`config.mk`:
```
export PLATFORM = sky130hd
export DESIGN_NAME = gripper_command_status_map
export DESIGN_NICKNAME = d
export VERILOG_FILES = /design/src/gripper_pkg.sv /design/src/gripper_command_status_map.sv
export VERILOG_INCLUDE_DIRS = /design/src
export SDC_FILE = /design/constraint.sdc
export NUM_CORES = 1
export LEC_CHECK = 0
export BUFFER_PORTS_ARGS = -buffer_cell sky130_fd_sc_hd__buf_2
export CAP_MARGIN = 25
export CORE_MARGIN = 2
export CORE_UTILIZATION = 55
export DETAILED_ROUTE_END_ITERATION = 6
export PLACE_DENSITY = 0.74
export SLEW_MARGIN = 15
export SYNTH_ARGS = -nofsm -noshare
export SYNTH_HDL_FRONTEND = slang
export SYNTH_SLANG_ARGS = --single-unit
```
`constraint.sdc`:
```
create_clock -name clk -period 2.5 [get_ports clk]
set_input_delay 0.25 -clock clk [delete_from_list [all_inputs] [get_ports clk]]
set_output_delay 0.25 -clock clk [all_outputs]
set_load 0.01 [all_outputs]
```
`src/gripper_command_status_map.svh`:
```
// Register offsets, field positions, fault codes and timing figures of the gripper command map.
`ifndef GRIPPER_COMMAND_STATUS_MAP_SVH
`define GRIPPER_COMMAND_STATUS_MAP_SVH

// ----------------------------------------------------------------------------
// Byte offsets
// ----------------------------------------------------------------------------
`define OFS_MOTION_COMMAND    4'h0
`define OFS_INDICATOR_OPTION  4'h1
`define OFS_TARGET_POSITION   4'h3
`define OFS_TARGET_SPEED      4'h4
`define OFS_FORCE_LIMIT       4'h5
`define OFS_GRIPPER_STATE     4'h0
`define OFS_FAULT_CODE        4'h2
`define OFS_POSITION_ECHO     4'h3
`define OFS_MEASURED_POSITION 4'h4
`define OFS_MOTOR_CURRENT     4'h5

// ----------------------------------------------------------------------------
// Field positions and reset values
// ----------------------------------------------------------------------------
`define BIT_ACTIVATE          0
`define BIT_GOTO              3
`define BIT_AUTO_RELEASE      4
`define BIT_AUTO_RELEASE_DIR  5
`define BIT_INDICATOR_BYPASS  4
`define RST_ACTIVATE          1'b1
`define RST_BYTE              8'h00

// ----------------------------------------------------------------------------
// Codes
// ----------------------------------------------------------------------------
`define ACT_STATE_RESET       2'h0
`define ACT_STATE_RUNNING     2'h1
`define ACT_STATE_DONE        2'h3
`define OBJ_MOVING            2'h0
`define OBJ_CONTACT_OPENING   2'h1
`define OBJ_CONTACT_CLOSING   2'h2
`define OBJ_AT_TARGET         2'h3
`define FLT_NONE              4'h0
`define FLT_ACTION_DELAYED    4'h5
`define FLT_NOT_ACTIVATED     4'h7
`define FLT_OVER_TEMPERATURE  4'h8
`define FLT_NO_COMMUNICATION  4'h9
`define FLT_UNDERVOLTAGE      4'ha
`define FLT_RELEASE_RUNNING   4'hb
`define FLT_INTERNAL          4'hc
`define FLT_ACTIVATION        4'hd
`define FLT_OVERCURRENT       4'he
`define FLT_RELEASE_DONE      4'hf

// ----------------------------------------------------------------------------
// Timing and thresholds
// ----------------------------------------------------------------------------
`define CLK_FREQ_HZ           20000000
`define COMM_TIMEOUT_MS       1000
`define BLINK_HALF_MS         250
`define TEMP_HOT_C            8'd85
`define TEMP_COOL_C           8'd80

`endif

```
`src/gripper_pkg.sv`:
```
// Types shared by the gripper command and status map.
package gripper_pkg;

	typedef enum logic [4:0] {
		ST_RESET      = 5'b00001,
		ST_ACTIVATING = 5'b00010,
		ST_READY      = 5'b00100,
		ST_RELEASE    = 5'b01000,
		ST_RELEASED   = 5'b10000
	} grip_state_e;

	typedef struct packed {
		logic       enable;
		logic       close;
		logic [7:0] target;
		logic [7:0] speed;
		logic [7:0] force_lim;
	} motion_cmd_s;

	typedef struct packed {
		logic       calib_done;
		logic       calib_fail;
		logic       stalled;
		logic       at_target;
		logic       limits_reached;
	} motion_status_s;

	typedef struct packed {
		logic       undervoltage;
		logic       internal_fault;
		logic       overcurrent;
	} fault_pins_s;

endpackage

```
`src/gripper_command_status_map.sv`:
```
// Command and status register bank of the adaptive two-finger gripper controller.
//
// Function
// (RL1) Activate set starts calibration before anything else
// (RL2) Activate cleared resets gripper, clears faults
// (RL3) Controller keeps activate set during operation
// (RL4) After power loss require clear then set
// (RL5) Go-to set moves toward target; zero stops
// (RL6) No motion without go-to except routines
// (RL7) Auto-release drives to limits, then faults
// (RL8) Auto-release overrides all but activate
// (RL9) Release direction sampled when release starts
// (RL10) Indicator bypass forces both indicators off
// (RL11) Target byte: 0x00 open, 0xff closed
// (RL12) Speed live, never starts a motion
// (RL13) Force limits current; overrun stops, reports object
// (RL14) Status bit 0 echoes activate request
// (RL15) Status bit 3 echoes go-to request; the code echoes it only in ST_READY
// (RL16) Activation state: reset, running, done
// (RL17) Object state: moving, contact open/close, target
// (RL18) Priority faults 0x05 and 0x07, solid blue
// (RL19) Over-temperature fault with 85/80 hysteresis
// (RL20) No-communication fault after one second
// (RL21) Major faults blink, held until reactivation
// (RL22) No fault blue; boot shows blue and red
// (RL23) Controller writes zero to reserved bytes
// (RL24) Banks reached over the serial slave port
// (RL25) Fault byte high nibble reads zero
`timescale 1ns/1ps
`include "gripper_command_status_map.svh"

module gripper_command_status_map
	import gripper_pkg::*;
#(
	parameter int unsigned COMM_TIMEOUT_CYC = `COMM_TIMEOUT_MS * (`CLK_FREQ_HZ / 1000),
	parameter int unsigned BLINK_HALF_CYC   = `BLINK_HALF_MS * (`CLK_FREQ_HZ / 1000)
) (
	// Clock and reset
	input  wire logic           clk,
	input  wire logic           rstn,
	// Register bank port from the serial slave
	input  wire logic           wr_en,
	input  wire logic [3:0]     wr_addr,
	input  wire logic [7:0]     wr_data,
	input  wire logic           rd_en,
	input  wire logic [3:0]     rd_addr,
	output logic      [7:0]     rd_data,
	input  wire logic           frame_seen,
	// Motor drive side
	input  wire motion_status_s motor_status,
	input  wire logic [7:0]     measured_position,
	input  wire logic [7:0]     motor_current,
	output motion_cmd_s         motion_cmd,
	// Supervision
	input  wire fault_pins_s    fault_pins,
	input  wire logic [7:0]     temperature_c,
	input  wire logic           boot_done,
	// Indicators
	output logic                led_red,
	output logic                led_blue
);

	// ------------------------------------------------------------------------
	// Parameter checks
	// ------------------------------------------------------------------------
	if (COMM_TIMEOUT_CYC < 2 || BLINK_HALF_CYC < 2) begin : g_param_check
		$error("Timeout and blink counts must be at least two cycles.");
	end

	// ------------------------------------------------------------------------
	// Pin filtering
	// ------------------------------------------------------------------------
	// A fault pin counts only once the second and third stages agree, which
	// rejects a single-cycle glitch at the cost of one more cycle of latency.
	localparam int NPIN = $bits(fault_pins_s);
	logic [NPIN-1:0] pin_s1_q, pin_s2_q, pin_s3_q, pin_q;
	fault_pins_s     pins;

	genvar gi;
	generate
		for (gi = 0; gi < NPIN; gi++) begin : g_pin
			always_ff @(posedge clk or negedge rstn) begin
				if (!rstn) begin
					pin_s1_q[gi] <= 1'b0;
					pin_s2_q[gi] <= 1'b0;
					pin_s3_q[gi] <= 1'b0;
					pin_q[gi]    <= 1'b0;
				end else begin
					pin_s1_q[gi] <= fault_pins[gi];
					pin_s2_q[gi] <= pin_s1_q[gi];
					pin_s3_q[gi] <= pin_s2_q[gi];
					if (pin_s2_q[gi] == pin_s3_q[gi]) begin
						pin_q[gi] <= pin_s3_q[gi];
					end
				end
			end
		end
	endgenerate
	assign pins = fault_pins_s'(pin_q);

	// ------------------------------------------------------------------------
	// Output bank
	// ------------------------------------------------------------------------
	logic        act_q, goto_q, atr_q, dir_q, bypass_q, armed_q;
	logic [7:0]  target_q, speed_q, force_q;
	wire         wr_cmd  = wr_en && (wr_addr == `OFS_MOTION_COMMAND);
	wire         wr_opt  = wr_en && (wr_addr == `OFS_INDICATOR_OPTION);
	wire         wr_tgt  = wr_en && (wr_addr == `OFS_TARGET_POSITION);
	wire         act_clr = wr_cmd && !wr_data[`BIT_ACTIVATE];
	wire         act_rise = wr_cmd && wr_data[`BIT_ACTIVATE] && !act_q && armed_q;

	always_ff @(posedge clk or negedge rstn) begin
		if (!rstn) begin
			act_q    <= `RST_ACTIVATE;
			armed_q  <= 1'b0;
			goto_q   <= 1'b0;
			atr_q    <= 1'b0;
			dir_q    <= 1'b0;
			bypass_q <= 1'b0;
			target_q <= `RST_BYTE;
			speed_q  <= `RST_BYTE;
			force_q  <= `RST_BYTE;
		end else begin
			if (wr_cmd) begin
				act_q  <= wr_data[`BIT_ACTIVATE];
				goto_q <= wr_data[`BIT_GOTO];
				atr_q  <= wr_data[`BIT_AUTO_RELEASE];
				dir_q  <= wr_data[`BIT_AUTO_RELEASE_DIR];
			end
			if (act_clr) begin
				armed_q <= 1'b1; // RL4
			end
			if (wr_opt) begin
				bypass_q <= wr_data[`BIT_INDICATOR_BYPASS];
			end
			if (wr_tgt) begin
				target_q <= wr_data;
			end
			if (wr_en && wr_addr == `OFS_TARGET_SPEED) begin
				speed_q <= wr_data;
			end
			if (wr_en && wr_addr == `OFS_FORCE_LIMIT) begin
				force_q <= wr_data;
			end
		end
	end

	// ------------------------------------------------------------------------
	// Sequencer
	// ------------------------------------------------------------------------
	grip_state_e st_q, st_d;
	logic        rel_close_q;
	wire         operable = act_q && armed_q;

	always_comb begin
		st_d = st_q;
		unique case (st_q)
			ST_RESET:      st_d = act_rise ? ST_ACTIVATING : ST_RESET; // RL1
			ST_ACTIVATING: begin
				if (atr_q) begin
					st_d = ST_RELEASE; // RL8
				end else if (motor_status.calib_fail) begin
					st_d = ST_RESET;
				end else if (motor_status.calib_done) begin
					st_d = ST_READY;
				end
			end
			ST_READY:      st_d = atr_q ? ST_RELEASE : ST_READY; // RL8
			ST_RELEASE:    st_d = motor_status.limits_reached ? ST_RELEASED : ST_RELEASE; // RL7
			ST_RELEASED:   st_d = ST_RELEASED;
		endcase
		// The clearing write wins in its own cycle, and the rising write must not be
		// undone by the activate bit that still reads cleared in that cycle.
		if (act_clr || (!act_q && !act_rise)) begin
			st_d = ST_RESET; // RL2
		end
	end

	always_ff @(posedge clk or negedge rstn) begin
		if (!rstn) begin
			st_q        <= ST_RESET;
			rel_close_q <= 1'b0;
		end else begin
			st_q <= st_d;
			if (st_q != ST_RELEASE && st_d == ST_RELEASE) begin
				rel_close_q <= !dir_q; // RL9
			end
		end
	end

	// ------------------------------------------------------------------------
	// Object detection
	// ------------------------------------------------------------------------
	logic [1:0] obj_q;
	wire        closing    = target_q > measured_position; // RL11
	wire        goto_live  = (st_q == ST_READY) && goto_q;
	wire        goto_start = wr_cmd && wr_data[`BIT_GOTO] && !goto_q;

	always_ff @(posedge clk or negedge rstn) begin
		if (!rstn) begin
			obj_q <= `OBJ_MOVING;
		end else if (!goto_live || goto_start || wr_tgt) begin
			obj_q <= `OBJ_MOVING;
		end else if (obj_q == `OBJ_MOVING && motor_status.stalled) begin
			obj_q <= closing ? `OBJ_CONTACT_CLOSING : `OBJ_CONTACT_OPENING; // RL13 RL17
		end else if (obj_q == `OBJ_MOVING && motor_status.at_target) begin
			obj_q <= `OBJ_AT_TARGET; // RL17
		end
	end

	// ------------------------------------------------------------------------
	// Faults
	// ------------------------------------------------------------------------
	logic [3:0]  major_q, major_set, prio_q;
	logic        hot_q, silent_q;
	logic [31:0] comm_cnt_q;

	assign major_set = motor_status.calib_fail && st_q == ST_ACTIVATING ? `FLT_ACTIVATION :
		st_q == ST_RELEASED                         ? `FLT_RELEASE_DONE :
		st_q == ST_RELEASE                          ? `FLT_RELEASE_RUNNING :
		pins.overcurrent                            ? `FLT_OVERCURRENT :
		pins.internal_fault                         ? `FLT_INTERNAL :
		pins.undervoltage                           ? `FLT_UNDERVOLTAGE : `FLT_NONE;

	always_ff @(posedge clk or negedge rstn) begin
		if (!rstn) begin
			major_q    <= `FLT_NONE;
			prio_q     <= `FLT_NONE;
			hot_q      <= 1'b0;
			silent_q   <= 1'b0;
			comm_cnt_q <= '0;
		end else begin
			// A new major event in the clearing cycle is kept.
			if (major_set != `FLT_NONE && (major_q == `FLT_NONE || major_q == `FLT_RELEASE_RUNNING)) begin
				major_q <= major_set; // RL21
			end else if (act_clr || act_rise) begin
				major_q <= `FLT_NONE; // RL2 RL21
			end
			if ((goto_q || atr_q) && !operable) begin
				prio_q <= `FLT_NOT_ACTIVATED; // RL18
			end else if (goto_q && st_q == ST_ACTIVATING) begin
				prio_q <= `FLT_ACTION_DELAYED; // RL18
			end else begin
				prio_q <= `FLT_NONE;
			end
			if (temperature_c >= `TEMP_HOT_C) begin
				hot_q <= 1'b1; // RL19
			end else if (temperature_c < `TEMP_COOL_C) begin
				hot_q <= 1'b0; // RL19
			end
			if (frame_seen) begin
				comm_cnt_q <= '0;
				silent_q   <= 1'b0;
			end else if (comm_cnt_q >= COMM_TIMEOUT_CYC - 1) begin
				silent_q   <= 1'b1; // RL20
			end else begin
				comm_cnt_q <= comm_cnt_q + 32'd1;
			end
		end
	end

	wire [3:0] fault_code = (major_q != `FLT_NONE) ? major_q :
		hot_q    ? `FLT_OVER_TEMPERATURE :
		silent_q ? `FLT_NO_COMMUNICATION : prio_q;

	// ------------------------------------------------------------------------
	// Input bank read
	// ------------------------------------------------------------------------
	wire [1:0] act_state = (st_q == ST_ACTIVATING) ? `ACT_STATE_RUNNING :
		(st_q == ST_READY) ? `ACT_STATE_DONE : `ACT_STATE_RESET; // RL16
	wire       goto_echo = goto_q && (st_q == ST_READY); // RL15
	wire [7:0] state_byte = {obj_q, act_state, goto_echo, 2'b00, act_q}; // RL14
	wire [7:0] rd_mux = (rd_addr == `OFS_GRIPPER_STATE)     ? state_byte :
		(rd_addr == `OFS_FAULT_CODE)        ? {4'h0, fault_code} : // RL25
		(rd_addr == `OFS_POSITION_ECHO)     ? target_q :
		(rd_addr == `OFS_MEASURED_POSITION) ? measured_position :
		(rd_addr == `OFS_MOTOR_CURRENT)     ? motor_current : 8'h00;

	always_ff @(posedge clk or negedge rstn) begin
		if (!rstn) begin
			rd_data <= 8'h00;
		end else if (rd_en) begin
			rd_data <= rd_mux; // RL24
		end
	end

	// ------------------------------------------------------------------------
	// Motion command
	// ------------------------------------------------------------------------
	// Go-to motion stops on any major fault; calibration and the release routine run regardless of it.
	wire motion_en = ((goto_live && obj_q == `OBJ_MOVING && major_q == `FLT_NONE) // RL5 RL6 RL13
		|| st_q == ST_ACTIVATING || st_q == ST_RELEASE); // RL6
	wire motion_close = (st_q == ST_RELEASE) ? rel_close_q : (st_q == ST_READY) && closing;

	always_ff @(posedge clk or negedge rstn) begin
		if (!rstn) begin
			motion_cmd <= '0;
		end else begin
			motion_cmd.enable    <= motion_en;
			motion_cmd.close     <= motion_close;
			motion_cmd.target    <= target_q;
			motion_cmd.speed     <= speed_q; // RL12
			motion_cmd.force_lim <= force_q; // RL13
		end
	end

	// ------------------------------------------------------------------------
	// Indicators
	// ------------------------------------------------------------------------
	logic [31:0] blink_cnt_q;
	logic        blink_q, booting_q;
	wire         is_major = fault_code >= `FLT_UNDERVOLTAGE;
	wire         is_minor = fault_code == `FLT_OVER_TEMPERATURE || fault_code == `FLT_NO_COMMUNICATION;

	always_ff @(posedge clk or negedge rstn) begin
		if (!rstn) begin
			blink_cnt_q <= '0;
			blink_q     <= 1'b0;
			booting_q   <= 1'b1;
			led_red     <= 1'b0;
			led_blue    <= 1'b0;
		end else begin
			if (boot_done) begin
				booting_q <= 1'b0;
			end
			if (blink_cnt_q >= BLINK_HALF_CYC - 1) begin
				blink_cnt_q <= '0;
				blink_q     <= !blink_q;
			end else begin
				blink_cnt_q <= blink_cnt_q + 32'd1;
			end
			if (bypass_q) begin
				led_red  <= 1'b0; // RL10
				led_blue <= 1'b0; // RL10
			end else if (booting_q) begin
				led_red  <= 1'b1; // RL22
				led_blue <= 1'b1; // RL22
			end else if (is_major) begin
				led_red  <= blink_q; // RL21
				led_blue <= !blink_q; // RL21
			end else begin
				led_red  <= is_minor; // RL19 RL20
				led_blue <= !is_minor; // RL18 RL22
			end
		end
	end
endmodule

```
# [After elaboration in Yosys (flattened, before gate mapping)]
# Cells that the tools add are included.
[totals] regBits=162 inputBits=54 out_inout_bits=36 wordCells=168
[op_classes] add_sub_neg=2 order_cmp=6 n_eq_ne=22 mux=46 reduce_logical=52
[ops] operator="32-bit two-way mux" count=3
[ops] operator="32-bit by 1-bit adder with 32-bit output (second input constant)" count=2
[ops] operator="4-bit two-way mux" count=12
[ops] operator="8-bit two-way mux" count=5
[ops] operator="32-bit by 23-bit greater-or-equal comparator with 1-bit output (second input constant)" count=1
[ops] operator="32-bit by 25-bit greater-or-equal comparator with 1-bit output (second input constant)" count=1
[ops] operator="5-bit two-way mux" count=5
[ops] operator="5-bit case mux with 5 select lines" count=1
[ops] operator="1-bit logical AND" count=24
[ops] operator="4-bit by 3-bit == test with 1-bit output (second input constant)" count=4
[ops] operator="2-bit two-way mux" count=7
[ops] operator="4-bit by 2-bit == test with 1-bit output (second input constant)" count=3
[ops] operator="4-bit == test (second input constant)" count=3
[ops] operator="4-bit logical NOT" count=3
[ops] operator="1-bit two-way mux" count=11
[ops] operator="5-bit by 4-bit == test with 1-bit output (second input constant)" count=2
[ops] operator="1-bit logical NOT" count=9
[ops] operator="1-bit logical OR" count=9
[ops] operator="8-bit by 7-bit greater-or-equal comparator with 1-bit output (second input constant)" count=1
[ops] operator="8-bit > comparator" count=1
[ops] operator="8-bit by 7-bit < comparator with 1-bit output (second input constant)" count=1
[ops] operator="4-bit nonzero test" count=2
[ops] operator="3-bit two-way mux" count=2
[ops] operator="2-bit nonzero test" count=3
[ops] operator="11 further kinds" count=13

# [Logic depth before layout (Yosys ltp)]
# Gate-level depths: netlist of the first run.
[depth] word_depth=11 ltp_mapped=7 mapped_depth_nobuf=7

# [Worst setup path before layout of the first run]
# No wires, ideal clock.
[synth_path] kind="register to register" start="register comm_cnt_q[28]" end="register comm_cnt_q[17]" setup_ns=0.125 arrival_time_ns=1.968 t_required_ns=2.375 setup_slack_ns=0.408 stages_incl_launch_ff=6 path_buffers=0 period_less_slack_ns=2.092 cell_sequence="dfrtp_1 > or4_4 > nor4_4 > nand2_2 > nor4b_1 > mux2_2"
[synth_between] elab_chain_cells=2
[synth_rtl] item="start, declared" line_no="gripper_command_status_map.sv:216" rtl="logic [31:0] comm_cnt_q;"
[synth_rtl] item="start signal, assigned" line_no="gripper_command_status_map.sv:257" rtl="comm_cnt_q <= comm_cnt_q + 32'd1;"
[synth_rtl] item="32-bit by 25-bit greater-or-equal comparator with 1-bit output" line_no="gripper_command_status_map.sv:254" rtl="end else if (comm_cnt_q >= COMM_TIMEOUT_CYC - 1) begin"
[synth_rtl] item="2-bit != test (no source line)"
# No other way between the ends.
# A chain may end at the register's enable or synchronous reset.

# [Final worst setup path of the first run]
[layout_path] start="register comm_cnt_q[19]" end="register comm_cnt_q[17]"
# The elaborated chain is that of the path after synthesis.

==> results of run 1 <==
-- power by group --
group          internal, W  total [W]  switching (W)
clock network      0.00143    0.00257        0.00114
logic             0.000350   0.000747       0.000396
registers          0.00288    0.00307       0.000195
total              0.00465    0.00638        0.00173
-- through the flow --
| stage | TNS (ns) | hold slack (ns) | area [sq um] |
|---|---|---|---|
| 2_1_floorplan | 0 | -0.0456 | 7200 |
| 3_3_place_gp | 0 | 0.273 | 7930 |
| 3_5_place_dp | 0 | 0.284 | 7930 |
| 4_1_cts | 0 | 0.00982 | 8570 |
| 5_1_grt | -0.0447 | 0.0208 | 8570 |
| 6_report | 0 | 0.0227 | 8570 |
-- cells in the mapped netlist (3+ instances only) --
master	count	share of area (%)
mux2i_1	3	0.42
o311ai_0	5	0.61
o31ai_1	3	0.31
nor4b_1	4	0.49
a32oi_1	3	0.37
nand3_1	38	2.7
nand2_1	37	1.9
or4_1	6	0.63
o21a_1	8	0.84
dfrtp_1	157	55
maj3_1	3	0.42
nor2b_1	19	1.7
o21ai_0	26	1.8
dfstp_2	3	1.1
nor2_1	67	3.5
inv_1	20	1.0
and4_1	3	0.37
a21o_1	4	0.42
nor3_1	13	0.91
o22ai_1	3	0.26
a22oi_1	6	0.63
nand4_1	20	1.7
or3_1	21	1.8
mux2_2	34	5.3
a21oi_1	37	2.6
ha_1	10	1.7
xor2_1	20	2.4
a211oi_1	3	0.31
nor4_1	12	1.0
buf_2	3	0.21
and3_1	7	0.61
nand2b_1	6	0.52
clkbuf_1	19	0.99
xnor2_1	5	0.61
a31oi_1	5	0.44
-- layer usage --
layer | vias to the layer above | wire length (um) | global-route usage [%] | part of all wire, %
met4 | 0 | 437 | 10.5 | 2.7
met3 | 42 | 881 | 5.41 | 5.5
met5 | - | 0 | 0 | 0
li1 | 2646 | - | - | -
met1 | 2774 | 6950 | 32.7 | 43
met2 | 187 | 7710 | 39.0 | 48
-- sequential cells by signal (all words and copies together), names as in the netlist, 3 cells and up --
signal	flops
blink_cnt_q	32
comm_cnt_q	32
force_q	8
major_q	4
motion_cmd	26
pin_q	3
pin_s1_q	3
pin_s2_q	3
pin_s3_q	3
rd_data	8
speed_q	8
st_q	5
target_q	8
-- final timing paths --
path / end / slack (ns) / cells after the start
worst max-delay path: comm_cnt_q[17] / 0.18 / 5
worst min-delay path: hot_q / 0.02 / 2
worst max register to register: comm_cnt_q[17] / 0.18 / 5
worst min register to register: pin_s2_q[0] / 0.35 / 0
max in group asynchronous: booting_q / 1.39 / 3
min in group asynchronous: st_q[3] / 0.37 / 2
-- layout make-up --
cell class	instances	area [sq um]	share of cell area, %
Tap cell	172	215	2.51
Sequential cell	160	4010	46.7
Timing Repair Buffer	110	647	7.54
Multi-Input combinational cell	473	3040	35.5
Inverter	20	75.1	0.876
Clock inverter	14	158	1.84
Clock buffer	18	429	5.01
-- cells by family (layout without fill, tap and decap cells) --
group | after synthesis | after routing | synth area share, %
AOI/OAI and AO/OA | 125 | 125 | 11.4
xor gates and xnor gates | 25 | 25 | 3.05
adders and majority gates | 13 | 13 | 2.16
buffers and inverters | 42 | 162 | 2.25
DFF | 160 | 160 | 55.9
muxes | 37 | 37 | 5.76
other | 1 | 9 | 0.0523
and+or+nand+nor | 264 | 264 | 19.5
-- repair_timing --
| action | 4_1_cts | 5_1_grt |
|---|---|---|
| hold buffers | 5 | 0 |
| buffers inserted | 0 | 0 |
| hold endpoints to repair | 64 | 0 |
| resized for setup | 0 | 1 |
| endpoints found under the setup margin | 0 | 2 |
-- critical path, stage by stage, from the launching register on --
cell and delay (ns):
dfrtp_1 0.45, o311a_1 0.38, o31ai_2 0.41, nand2_2 0.20
nor4b_1 0.38, mux2_2 0.38
==> metrics.log, run 1 <==
INFO  metric nets = 846
INFO  metric routability_driven_placement_congestion_ratio = 0.941
INFO  metric synth_seq_area_share = 55.9%
INFO  metric place.detailed.hpwl = 11.5 mm
INFO  metric place.port_buffers = 89
INFO  metric yosys_warnings = 0
INFO  metric stdcell_count = 967
INFO  metric finalSetupViolations = 0
INFO  metric synth.cell_area = 7170 sq um
INFO  metric max-vdd-ir-drop = 0.000468 V
INFO  metric post-layout-total-power = 0.00638 W
INFO  metric clockRootBuffer = clkbuf_16
INFO  metric synth_top_flop_cell = dfrtp_1
INFO  metric post_drt_wl_per_cell = 16.5 um
INFO  metric critical_path.endpoint_type = register
INFO  metric coreArea = 12700 sq um
INFO  metric grt_first_pass_wirelength = 27.5 mm
INFO  metric detailed_route_vias_per_instance = 5.84
INFO  metric largest_net_degree_at_the_start_of_global_routing = 65
INFO  metric antenna_left = 0
INFO  metric num_rows = 41
INFO  metric grt_use_total = 24.6%
INFO  metric clk_lat_worst_skew = 0.43 ns
INFO  metric synth-edff-count = 0
INFO  metric dpl.cell_count = 930
INFO  metric syn-instance-count = 667
INFO  metric period_needed = 2.32 ns
INFO  metric final_layout_size_suffix_gt1_share = 23.3%
INFO  metric layout.cells.most_common = dfrtp_1
INFO  metric peak_freq = 432 MHz
INFO  metric maxCapViolations = 0
INFO  metric pre_cts_ws = 0.164 ns
INFO  metric postSynthAreaPerCell = 10.8 sq um
INFO  metric hold_class = input pin to register
INFO  metric grt-ovfl-total = 0
INFO  metric cts.path.max_buffers = 2
INFO  metric tritoncts.num_buffers = 17
INFO  metric vias_in_the_first_global_route = 5693
INFO  metric postSynthRegisterBits = 160
INFO  metric power.density_cell_area = 745 nW/um^2
INFO  metric remaining_routing_drc_violations = 0
INFO  metric dr.first_iter.drc_count = 379
INFO  metric cts_max_level = 4
INFO  metric crit_type = register to register
INFO  metric outcome = complete, no violations
INFO  metric cts.clk_slew.worst_paths = 0.07 ns
INFO  metric die_w = 118 um
INFO  metric worstHoldStart = temperature_c[7]
INFO  metric vias = 5649
INFO  metric power.static_leakage = 3.85 nW
INFO  metric max-slew-margin-rel = 58.0%
INFO  metric fp.dieArea = 14000 sq um
INFO  metric fillers = 980
INFO  metric final.period_utilization = 92.6%
INFO  metric synth_async_sr_flop_share = 100%
INFO  metric drt_pass1_iterations = 7
INFO  metric final_report_max_slew_violation_count = 0
INFO  metric biggest_fanout_along_the_worst_timing_path = 10
INFO  metric final_critical_path_setup_slack = 0.185 ns
INFO  metric layout.cells.most_common_list = dfrtp_1, buf_2, nor2_1
INFO  metric synth_cell_types = 62
INFO  metric num_antenna_cells = 0
INFO  metric clock-skew-final = 0.00810 ns
INFO  metric critical_path.startpoint = comm_cnt_q[19]
INFO  metric clock_sink_count = 160
INFO  metric critPathLaunchType = register
INFO  metric data_required_time_at_the_worst_endpoint = 2.81 ns
INFO  metric ios = 90
INFO  metric clock_tree_from_tritoncts = yes
INFO  metric start_util = 56.6%
INFO  metric die_h = 118 um
INFO  metric antenna_found_initial = 0
INFO  metric finalCoreUtilization = 67.7%
INFO  metric timing_worst_slew_pin_value = 0.631 ns
INFO  metric number_of_hold_slack_violations_in_the_final_timing_report = 0
INFO  metric crit_arrival = 2.62 ns
INFO  metric syn2layout_area_growth = 19.6%
INFO  metric drt_wl_total = 16.0 mm
INFO  metric r2r-start = comm_cnt_q[19]
Power figures use the tool's default switching activity.
==> run 2, diff against run 1 <==
Settings changed: CORE_UTILIZATION 55 to 35, PLACE_DENSITY 0.74 to 0.51.
==> metrics.log, run 2 (same netlist as run 1, synthesis figures left out) <==
INFO  metric grt_use_total = 16.2%
INFO  metric layout.cells.most_common = dfrtp_1
INFO  metric reg_power_share = 48.2%
INFO  metric power.density_cell_area = 732 nW/um^2
INFO  metric cts.path.max_buffers = 2
INFO  metric tritoncts.num_buffers = 17
INFO  metric power.switching_fraction = 28.4%
INFO  metric vias_in_the_first_global_route = 5529
INFO  metric clock-skew-final = 0.00946 ns
INFO  metric place.detailed.hpwl = 12.1 mm
INFO  metric cts_max_level = 4
INFO  metric r2r_slack = 0.21 ns
INFO  metric final_report_max_slew_violation_count = 0
INFO  metric coreArea = 20200 sq um
INFO  metric post_drt_wl_per_cell = 15.6 um
INFO  metric slowest_stage = or4_4
INFO  metric crit_path_max_cell_delay = 0.54 ns
INFO  metric share_clk_of_total_power = 40.3%
INFO  metric biggest_fanout_along_the_worst_timing_path = 10
INFO  metric die_w = 147 um
INFO  metric min_path_cells = 3
INFO  metric number_of_hold_slack_violations_in_the_final_timing_report = 0
INFO  metric fp.dieArea = 21700 sq um
INFO  metric largest_net_degree_at_the_start_of_global_routing = 61
INFO  metric grt_setup_unrepaired = no
INFO  metric power.static_leakage = 3.86 nW
INFO  metric clock_sink_count = 160
INFO  metric drt_wl_total = 16.7 mm
INFO  metric data_required_time_at_the_worst_endpoint = 2.82 ns
INFO  metric remaining_routing_drc_violations = 0
INFO  metric antenna_found_initial = 2
INFO  metric maxCapViolations = 0
INFO  metric peak_freq = 437 MHz
INFO  metric finalSetupViolations = 0
INFO  metric max-slew-margin-rel = 54.4%
INFO  metric switchingPower = 0.00181 W
INFO  metric critPathLaunchType = register
INFO  metric crit_arrival = 2.61 ns
INFO  metric share_comb_of_total_power = 11.5%
INFO  metric syn2layout_area_growth = 21.4%
INFO  metric detailed_route_vias_per_instance = 5.21
INFO  metric final_critical_path_setup_slack = 0.210 ns
INFO  metric crit_chain = or4_4 > nor4_4 > nand2_2 > nor4b_1 > mux2_2
INFO  metric start_util = 35.6%
INFO  metric final_layout_size_suffix_gt1_share = 23.6%
INFO  metric drt_pass1_iterations = 5
INFO  metric reg2regPathDepth = 5
INFO  metric hold_class = input pin to register
INFO  metric clock_tree_from_tritoncts = yes
INFO  metric place.port_buffers = 89
INFO  metric outcome = complete, no violations
INFO  metric vias = 5570
INFO  metric clockRootBuffer = clkbuf_16
INFO  metric period_needed = 2.29 ns
INFO  metric num_rows = 52
INFO  metric crit_type = register to register
INFO  metric intPower = 0.00457 W
INFO  metric grt-ovfl-total = 0
INFO  metric pre_cts_ws = 0.185 ns
INFO  metric cts.clk_slew.worst_paths = 0.07 ns
INFO  metric antenna_left = 0
INFO  metric critical_path.endpoint_type = register
INFO  metric die_h = 147 um
INFO  metric dr.first_iter.drc_count = 274
INFO  metric clk_lat_worst_skew = 0.44 ns
INFO  metric final.period_utilization = 91.6%
INFO  metric setup-tns-final = 0 ns
INFO  metric routability_driven_placement_congestion_ratio = 0.834
INFO  metric nets = 849
INFO  metric top_regs = blink_cnt_q x32, comm_cnt_q x32, motion_cmd x26
INFO  metric grt_first_pass_wirelength = 28.1 mm
INFO  metric max-vdd-ir-drop = 0.000384 V
INFO  metric ios = 90
INFO  metric layout.cells.most_common_list = dfrtp_1, buf_2, nor2_1
INFO  metric timing_worst_slew_pin_value = 0.684 ns
## run 2: changes by cell type in the layout (fill, tap and decap cells not counted), sizes merged
cell and delta:
dlygate4sd3 +1, clkbuf -1, buf +2, inv +2, bufinv -1, diode +2
## run 2: area by class of cell
class,instances,area [sq um]
clock buffer,17,425
multi-input combinational,473,3040
clock inverter,15,153
fill,1945,11500
sequential,160,4010
tap,270,338
inverter,20,75.1
antenna,2,5.00
timing repair buffer,113,659
## run 2: repair_timing
item,4_1_cts,5_1_grt
endpoints found under the hold margin,50,0
setup buffers,0,0
hold buffers,6,0
endpoints found under the setup margin,0,1
gates resized for setup,0,1
## run 2: stage by stage
step	util, %	instances	cell area [sq um]	total power, W	hold WS, ns
after global placement	40.0	1030	8060	0.00385	0.213
after floorplan	-	675	7200	0.00347	-0.0456
after CTS	43.1	1068	8700	0.00647	0.0476
after global routing	43.2	1070	8710	0.00669	0.0598
final	43.2	1070	8710	0.00638	0.0608
after detailed placement	40.0	1030	8060	0.00387	0.221
## run 2: worst paths after layout
| path | startpoint | to |
|---|---|---|
| setup / recovery | comm_cnt_q[28] | comm_cnt_q[17] |
| hold / removal | temperature_c[5] | hot_q |
| setup reg to reg | comm_cnt_q[28] | comm_cnt_q[17] |
| hold reg to reg | pin_s1_q[2] | pin_s2_q[2] |
| max in group asynchronous | rstn | comm_cnt_q[20] |
| min in group asynchronous | rstn | pin_s2_q[1] |
## run 2: worst max-delay path, delay by kind of cell, from the launching register on
kind             cells  cell delay [ns]
muxes                1             0.37
DFF                  1             0.37
and+or+nand+nor      4             1.44
## run 2: power groups by stage
| stage | clock network [W] | registers [W] | logic [W] |
|---|---|---|---|
| 2_1_floorplan | 0 | 0.00312 | 0.000352 |
| 3_3_place_gp | 0 | 0.00312 | 0.000727 |
| 3_5_place_dp | 0 | 0.00313 | 0.000739 |
| 4_1_cts | 0.00264 | 0.00308 | 0.000750 |
| 5_1_grt | 0.00276 | 0.00311 | 0.000822 |
| 6_report | 0.00257 | 0.00307 | 0.000735 |
## run 2: per-layer routing
layer	share of wire [%]	GRT usage, %	wire length [um]	vias to the layer above
li1	-	-	-	2662
met3	5.3	3.94	881	19
met2	47	26.2	7880	131
met5	0	0	0	-
met1	46	21.3	7710	2758
met4	1.6	5.63	269	0
